==> src/peepc_dummy_unused.sv <==
`default_nettype none
`default_nettype wire

==> src/peepc_pkg.sv <==
`default_nettype none
package peepc_pkg;
	// ----------------------------------------------------------------
	// Register word indices (byte address is four times the index)
	// ----------------------------------------------------------------
	localparam logic [5:0] IDX_CFG    = 6'h11;
	localparam logic [5:0] IDX_STATUS = 6'h12;
	localparam logic [5:0] IDX_PAGE   = 6'h13;
	localparam logic [5:0] IDX_FC     = 6'h14;
	localparam logic [5:0] IDX_RX     = 6'h15;

	// ----------------------------------------------------------------
	// Field layout and reset values
	// ----------------------------------------------------------------
	localparam int         EN_W         = 8;
	localparam int         PEND_LSB     = 8;
	localparam int         PEND_MSB     = 15;
	localparam int         PAGE_W       = 3;
	localparam int         CFG_W        = 3;
	localparam int         CFG_FSEL_BIT = 2;
	localparam int         CNT_W        = 8;
	localparam logic [7:0] EN_RESET     = 8'h00;
	localparam logic [2:0] CFG_RESET    = 3'h0;
	localparam logic [15:0] HALF_ZERO   = 16'h0000;

	// ----------------------------------------------------------------
	// Bus constants
	// ----------------------------------------------------------------
	localparam logic [2:0] SIZE_WORD = 3'h2;
	localparam logic       RESP_OKAY = 1'b0;

	// Register banks selected by the page field
	typedef enum logic [2:0] {
		PAGE_EXT     = 3'h0,
		PAGE_DIAG    = 3'h2,
		PAGE_TP_BASE = 3'h4,
		PAGE_TP_CFG5 = 3'h5,
		PAGE_TP_CFG6 = 3'h6
	} peepc_page_t;
endpackage : peepc_pkg
`default_nettype wire

==> src/peepc_regs.sv <==
`default_nettype none

// --------------------------------------------------------------------
// Saturating event counter with clear
// --------------------------------------------------------------------
module peepc_sat_counter #(
	parameter int W = 8
) (
	// Clock and reset
	input  wire logic         clk,
	input  wire logic         arst_n,
	// Control
	input  wire logic         inc,
	input  wire logic         clr,
	// State
	output logic [W-1:0]      count,
	output logic              half
);
	localparam logic [W-1:0] ONE      = W'(1);
	localparam logic [W-1:0] BELOW_HF = {1'b0, {(W-1){1'b1}}};

	// Clear and count; an event in the clearing cycle counts as one
	always_ff @(posedge clk or negedge arst_n) begin
		if (!arst_n) begin
			count <= '0;
		end else if (inc && clr) begin
			count <= ONE;
		end else if (inc && !(&count)) begin
			count <= W'(count + ONE);
		end else if (clr) begin
			count <= '0;
		end
	end

	// Most significant bit about to rise
	assign half = inc && !clr && (count == BELOW_HF);
endmodule : peepc_sat_counter

// --------------------------------------------------------------------
// Event enables, page selector and error tallies
// --------------------------------------------------------------------
module peepc_regs #(
	parameter int AW = 8
) (
	// Clock and reset
	input  wire logic          clk,
	input  wire logic          arst_n,
	// AHB-Lite slave
	input  wire logic          hsel,
	input  wire logic [AW-1:0] haddr,
	input  wire logic [1:0]    htrans,
	input  wire logic          hwrite,
	input  wire logic [2:0]    hsize,
	input  wire logic          hready,
	input  wire logic [31:0]   hwdata,
	output logic               hreadyout,
	output logic               hresp,
	output logic [31:0]        hrdata,
	// Status events, one-cycle pulses
	input  wire logic          quality_evt,
	input  wire logic          energy_evt,
	input  wire logic          link_change_evt,
	input  wire logic          speed_change_evt,
	input  wire logic          duplex_change_evt,
	input  wire logic          time_protocol_evt,
	input  wire logic          autoneg_done_evt,
	input  wire logic          control_frame_evt,
	input  wire logic          false_carrier_evt,
	// Receive line condition
	input  wire logic          carrier_valid,
	input  wire logic          invalid_symbol,
	input  wire logic          collision,
	// Device outputs
	output logic               irq,
	output logic [2:0]         page,
	output logic               page_reserved
);
	// ----------------------------------------------------------------
	// Declarations
	// ----------------------------------------------------------------
	logic                  addr_ok;
	logic                  rd_req;
	logic [5:0]            idx;
	logic                  wr_pend;
	logic [5:0]            wr_idx;
	logic [7:0]            enables;
	logic [7:0]            next_enables;
	logic [2:0]            next_page;
	logic [2:0]            cfg;
	logic [2:0]            next_cfg;
	logic [7:0]            pending;
	logic [7:0]            next_pending;
	logic [7:0]            ev;
	logic                  ctr_mode;
	logic                  fsel;
	logic                  page_ext;
	logic                  rd_clr_st;
	logic                  rd_clr_fc;
	logic                  rd_clr_rx;
	logic [7:0]            fc_cnt;
	logic [7:0]            rx_cnt;
	logic                  fc_half;
	logic                  rx_half;
	logic                  carrier_q;
	logic                  err_seen;
	logic                  coll_seen;
	logic                  rx_inc;
	logic [15:0]           rd_val;

	// ----------------------------------------------------------------
	// Bus decode
	// ----------------------------------------------------------------
	// Only whole-word transfers are taken; others read zero
	assign addr_ok   = hsel && htrans[1] && hready && (hsize == peepc_pkg::SIZE_WORD);
	assign rd_req    = addr_ok && !hwrite;
	assign idx       = 6'(haddr[AW-1:2]);
	assign hreadyout = 1'b1;
	assign hresp     = peepc_pkg::RESP_OKAY;

	// Write address held into the data phase
	always_ff @(posedge clk or negedge arst_n) begin
		if (!arst_n) begin
			wr_pend <= 1'b0;
			wr_idx  <= 6'h00;
		end else begin
			wr_pend <= addr_ok && hwrite;
			wr_idx  <= idx;
		end
	end

	// ----------------------------------------------------------------
	// Writable registers; next values also forward to reads
	// ----------------------------------------------------------------
	// Only the writable low bits are taken, the rest dropped
	always_comb begin
		next_enables = enables;
		next_page    = page;
		next_cfg     = cfg;
		if (wr_pend && wr_idx == peepc_pkg::IDX_STATUS) begin
			next_enables = hwdata[peepc_pkg::EN_W-1:0];
		end
		if (wr_pend && wr_idx == peepc_pkg::IDX_PAGE) begin
			next_page = hwdata[peepc_pkg::PAGE_W-1:0];
		end
		if (wr_pend && wr_idx == peepc_pkg::IDX_CFG) begin
			next_cfg = hwdata[peepc_pkg::CFG_W-1:0];
		end
	end

	// Enable bits
	always_ff @(posedge clk or negedge arst_n) begin
		if (!arst_n) begin
			enables <= peepc_pkg::EN_RESET;
		end else begin
			enables <= next_enables;
		end
	end

	// Page selector, zero after reset
	always_ff @(posedge clk or negedge arst_n) begin
		if (!arst_n) begin
			page <= peepc_pkg::PAGE_EXT;
		end else begin
			page <= next_page;
		end
	end

	// Counter select and interrupt-function select
	always_ff @(posedge clk or negedge arst_n) begin
		if (!arst_n) begin
			cfg <= peepc_pkg::CFG_RESET;
		end else begin
			cfg <= next_cfg;
		end
	end

	// Bank decode for the upper addresses
	always_comb begin
		unique case (page)
			peepc_pkg::PAGE_EXT, peepc_pkg::PAGE_DIAG, peepc_pkg::PAGE_TP_BASE,
			peepc_pkg::PAGE_TP_CFG5, peepc_pkg::PAGE_TP_CFG6: begin
				page_reserved = 1'b0;
			end
			default: begin
				page_reserved = 1'b1;
			end
		endcase
	end

	assign ctr_mode = |cfg[peepc_pkg::CFG_FSEL_BIT-1:0];
	assign fsel     = cfg[peepc_pkg::CFG_FSEL_BIT];
	assign page_ext = (next_page == peepc_pkg::PAGE_EXT);

	// ----------------------------------------------------------------
	// Read side effects
	// ----------------------------------------------------------------
	// Counters clear only when their bank is mapped
	assign rd_clr_st = rd_req && idx == peepc_pkg::IDX_STATUS;
	assign rd_clr_fc = rd_req && idx == peepc_pkg::IDX_FC && page_ext;
	assign rd_clr_rx = rd_req && idx == peepc_pkg::IDX_RX && page_ext;

	// ----------------------------------------------------------------
	// Tallies
	// ----------------------------------------------------------------
	// Tracks one carrier event for bad symbols and collisions
	always_ff @(posedge clk or negedge arst_n) begin
		if (!arst_n) begin
			carrier_q <= 1'b0;
			err_seen  <= 1'b0;
			coll_seen <= 1'b0;
		end else begin
			carrier_q <= carrier_valid;
			err_seen  <= carrier_valid && (err_seen || invalid_symbol);
			coll_seen <= carrier_valid && (coll_seen || collision);
		end
	end

	// Counted once, when the carrier event closes
	assign rx_inc = carrier_q && !carrier_valid && err_seen && !coll_seen;

	peepc_sat_counter #(
		.W      (peepc_pkg::CNT_W)
	) u_fc_tally (
		.clk    (clk),
		.arst_n (arst_n),
		.inc    (false_carrier_evt),
		.clr    (rd_clr_fc),
		.count  (fc_cnt),
		.half   (fc_half)
	);

	peepc_sat_counter #(
		.W      (peepc_pkg::CNT_W)
	) u_rx_tally (
		.clk    (clk),
		.arst_n (arst_n),
		.inc    (rx_inc),
		.clr    (rd_clr_rx),
		.count  (rx_cnt),
		.half   (rx_half)
	);

	// ----------------------------------------------------------------
	// Pending interrupts
	// ----------------------------------------------------------------
	// Events aligned with enable bits 7..0
	always_comb begin
		ev[7] = quality_evt;
		ev[6] = energy_evt;
		ev[5] = link_change_evt;
		ev[4] = fsel ? (speed_change_evt || duplex_change_evt) : speed_change_evt;
		ev[3] = fsel ? time_protocol_evt : duplex_change_evt;
		ev[2] = autoneg_done_evt;
		ev[1] = ctr_mode ? (fc_half || rx_half) : fc_half;
		ev[0] = ctr_mode ? control_frame_evt : rx_half;
	end

	// Status read clears; a same-cycle event still lands
	assign next_pending = (pending & ~{8{rd_clr_st}}) | (ev & enables);

	always_ff @(posedge clk or negedge arst_n) begin
		if (!arst_n) begin
			pending <= 8'h00;
		end else begin
			pending <= next_pending;
		end
	end

	// Interrupt output
	always_ff @(posedge clk or negedge arst_n) begin
		if (!arst_n) begin
			irq <= 1'b0;
		end else begin
			irq <= |(next_pending & next_enables);
		end
	end

	// ----------------------------------------------------------------
	// Read data
	// ----------------------------------------------------------------
	// Unmapped, reserved and paged-out words read zero
	always_comb begin
		rd_val = peepc_pkg::HALF_ZERO;
		unique case (idx)
			peepc_pkg::IDX_STATUS: begin
				rd_val = {pending, next_enables};
			end
			peepc_pkg::IDX_PAGE: begin
				rd_val[peepc_pkg::PAGE_W-1:0] = next_page;
			end
			peepc_pkg::IDX_CFG: begin
				rd_val[peepc_pkg::CFG_W-1:0] = next_cfg;
			end
			peepc_pkg::IDX_FC: begin
				if (page_ext) begin
					rd_val[peepc_pkg::CNT_W-1:0] = fc_cnt;
				end
			end
			peepc_pkg::IDX_RX: begin
				if (page_ext) begin
					rd_val[peepc_pkg::CNT_W-1:0] = rx_cnt;
				end
			end
			default: begin
				rd_val = peepc_pkg::HALF_ZERO;
			end
		endcase
	end

	// Data phase output
	always_ff @(posedge clk or negedge arst_n) begin
		if (!arst_n) begin
			hrdata <= 32'h0000_0000;
		end else begin
			hrdata <= rd_req ? {peepc_pkg::HALF_ZERO, rd_val} : 32'h0000_0000;
		end
	end
endmodule : peepc_regs
`default_nettype wire

==> config.mk <==
export PLATFORM = sky130hd
export DESIGN_NAME = peepc_regs
export DESIGN_NICKNAME = d
export VERILOG_FILES = /design/src/peepc_dummy_unused.sv /design/src/peepc_pkg.sv /design/src/peepc_regs.sv
export SDC_FILE = /design/constraint.sdc
export NUM_CORES = 1
export LEC_CHECK = 0
export BUFFER_PORTS_ARGS = -buffer_cell sky130_fd_sc_hd__buf_4
export CAP_MARGIN = 20
export CORE_MARGIN = 2
export CORE_UTILIZATION = 51
export CTS_CLUSTER_DIAMETER = 100
export DETAILED_ROUTE_END_ITERATION = 8
export PLACE_DENSITY_LB_ADDON = 0.12
export SYNTH_ARGS = -nofsm -noshare
export SYNTH_HDL_FRONTEND = slang
export SYNTH_SLANG_ARGS = --single-unit
==> constraint.sdc <==
create_clock -name clk -period 2.91 [get_ports clk]
set_input_delay 0.291 -clock clk [delete_from_list [all_inputs] [get_ports clk]]
set_output_delay 0.291 -clock clk [all_outputs]
set_load 0.02 [all_outputs]
==> metrics <==
Avg Inst Size Synth about 11 sq um; final hold vios 0; clk sink count 65; top fanout value on the critical path 8; TritonCTS buffer count 9; largest family of logic cells by synthesized area simple AND/OR/NAND/NOR gates; Reg2Reg Depth 7; Slew headroom 0.466; final std cells w/o fill between 400 and 500; RSZ-0062 raised after global routing no; antenna fix cells 0; Routed Antenna Nets 0; # placed instances approximately 420; Seq/Total Area, Yosys 0.516; I/O Buffers 55; post-synthesis cell count 290; Worst path slowest cell or3_4; hpwl dp 4740 um; Slew Limit Fails 0; pre-CTS WS 0.407 ns; GRT overflow 0; Setup Buffers After CTS 0; post-synthesis compound-gate area fraction 0.122; CTS resizes 0; post-synth top area share 0.516; cts hold-fix bufs 0; detailed-routed wire length on met2 3010 um; Die Width 82.6 um; Fin Clk Skew 0.0115 ns; Residual DRC 0; Final setup viols 0; Core Box Area 0.00596 sq mm; CTS Root Cell clkbuf_8; ys flop type dfrtp_1; worst-margin pin slew 0.800 ns; most common cell after layout, fill and taps aside dfrtp_1; cell area after synthesis roughly 0.0031 sq mm; CP Data Required Time 3.10 ns; final instance area between 0.003 and 0.004 sq mm; first-pass GRT wire length 10400 um; Synth area leader dfrtp_1; biggest cell delay along the critical path about 0.42 ns; Post-Route WL around 6300 um; DIE HEIGHT between 80 and 90 um; placed cell area 0.00359 sq mm; Synth-to-Final Area Change 21.3%; r2r setup slk 0.45 ns; Routed wire per std cell 14.5 um; FILL cells 503; outcome finished, final reports clean; IO Pins 101; row cnt 28; Setup CP Type reg -> reg; die area approximately 0.0068 sq mm; Reg clk slew, reported paths around 0.08 ns; Setup Total Neg Slack 0 ns; post-synthesis mux area share 0.0838; #FFs+latches synth 65; post-layout power ~0.0021 W; GP Congestion 0.830; drt initial violations approximately 130; period utilization 0.846; EDFF count, synth 0; initial core utilization 0.529; HP Class in -> async; Synth cell types 50; GRT Resource Usage Total 0.206; Nets 418; Leakage 1.90 nW; Worst Setup SP wr_idx[3]; CTS Buffer Depth 2; fmax 0.406 GHz; Worst R2R End irq; Peak supply drop 0.354 mV; Vias 2339; Post-Synth Adder-Cell Area 0.00795; min Tclk post-route 2.46 ns; worst skew pair latency 0.34 ns; Yosys warnings 0; Post-synth ARST share 1.00; Synth Area in Simple Gates 0.184; commonest non-fill, non-tap cells in the layout dfrtp_1 (65), buf_4 (58), nand2_1 (26), conb_1 (18); PnR worst setup slack 0.448 ns; Startpoint Class flop; routed vias/inst 5.39; XOR/XNOR Fraction of Synth Area 0.0167; initial antenna violation count 0; RR Startpoint wr_idx[3]; Top Layer Used met4; largest net degree at the start of global routing between 60 and 70; first drt pass iteration count 4; Critical Path AT 2.65 ns; Max Cap Viol 0; Pwr Density 555 mW/mm^2; TritonCTS clock tree done; M1 WL between 2000 and 3000 um; critical path, cell by cell or3_4 -> nor4_4 -> buf_4 -> mux2i_1 -> a21oi_1 -> a2111oi_0 -> nand4_1; met3 WL post-DR 350 um; share of cells above drive strength 1 0.253; largest cells by area after synthesis dfrtp_1 (52%), mux2i_1 (5.4%), buf_4 (4.3%); CP Capture Type flop; vias in the first global route 2215; H-tree levels 3
==> report_power, final <==
part	switching (W)	internal, W
Sequential	0.0000700	0.000967
Combinational	0.000125	0.000108
Clock	0.000360	0.000489
==> critical path: cells and delay by family (launching register included) <==
| family | cells | cell delay (ns) |
|---|---|---|
| muxes | 1 | 0.38 |
| and+or+nand+nor | 3 | 0.82 |
| buffers and inverters | 1 | 0.24 |
| AOI/OAI and AO/OA | 2 | 0.50 |
| DFF | 1 | 0.36 |
==> layer usage <==
layer	track usage	vias up
met5	0	-
li1	-	1124
met4	0.100	0
met2	0.319	68
met1	0.276	1134
met3	0.0424	13
==> layout make-up <==
cell class	instances	area, sq um	area share
Sequential cell	65	1630	0.426
Clock inverter	7	103	0.0269
Multi-Input combinational cell	203	1370	0.359
Tap cell	75	93.8	0.0246
Clock buffer	9	124	0.0324
Inverter	17	63.8	0.0167
Timing Repair Buffer	58	435	0.114
==> logic make-up after synthesis <==
kind of cell / after synthesis
simple gates: 101
mux: 24
buf+inv: 38
xor+xnor: 6
flops: 65
other cells: 2
compound gates: 52
fa+ha+maj: 2
==> state kept, by name, summed over array words and instances (netlist names) <==
name	count
page	3
u_fc_tally.count	8
err_seen	1
wr_pend	1
cfg	3
u_rx_tally.count	8
pending	8
enables	8
coll_seen	1
irq	1
hrdata	16
carrier_q	1
wr_idx	6
==> metrics by stage <==
stage / utilization / hold slack [ns]
6_report: 0.641 / 0.0322
5_1_grt: 0.641 / 0.0555
4_1_cts: 0.641 / 0.0553
3_5_place_dp: 0.603 / 0.414
3_3_place_gp: 0.603 / 0.412
2_1_floorplan: - / -0.00459
==> worst max-delay path by stage <==
stage                     slack, ns  end  depth (start not counted)
after global placement         0.48  irq                          7
after floorplan                0.52  irq                          6
final                          0.45  irq                          7
after CTS                      0.40  irq                          7
after global routing           0.23  irq                          7
after detailed placement       0.41  irq                          7
==> synthesized netlist by cell type, types with 6 or more instances <==
cell type / instances
nand4_1: 8
mux2i_1: 17
nand2_1: 26
and2_1: 14
o21ai_0: 7
xor2_1: 6
nor2_1: 16
buf_4: 18
a21oi_1: 9
dfrtp_1: 65
inv_1: 17
o22ai_1: 6
No activity file was read; power rests on OpenSTA's default activity.
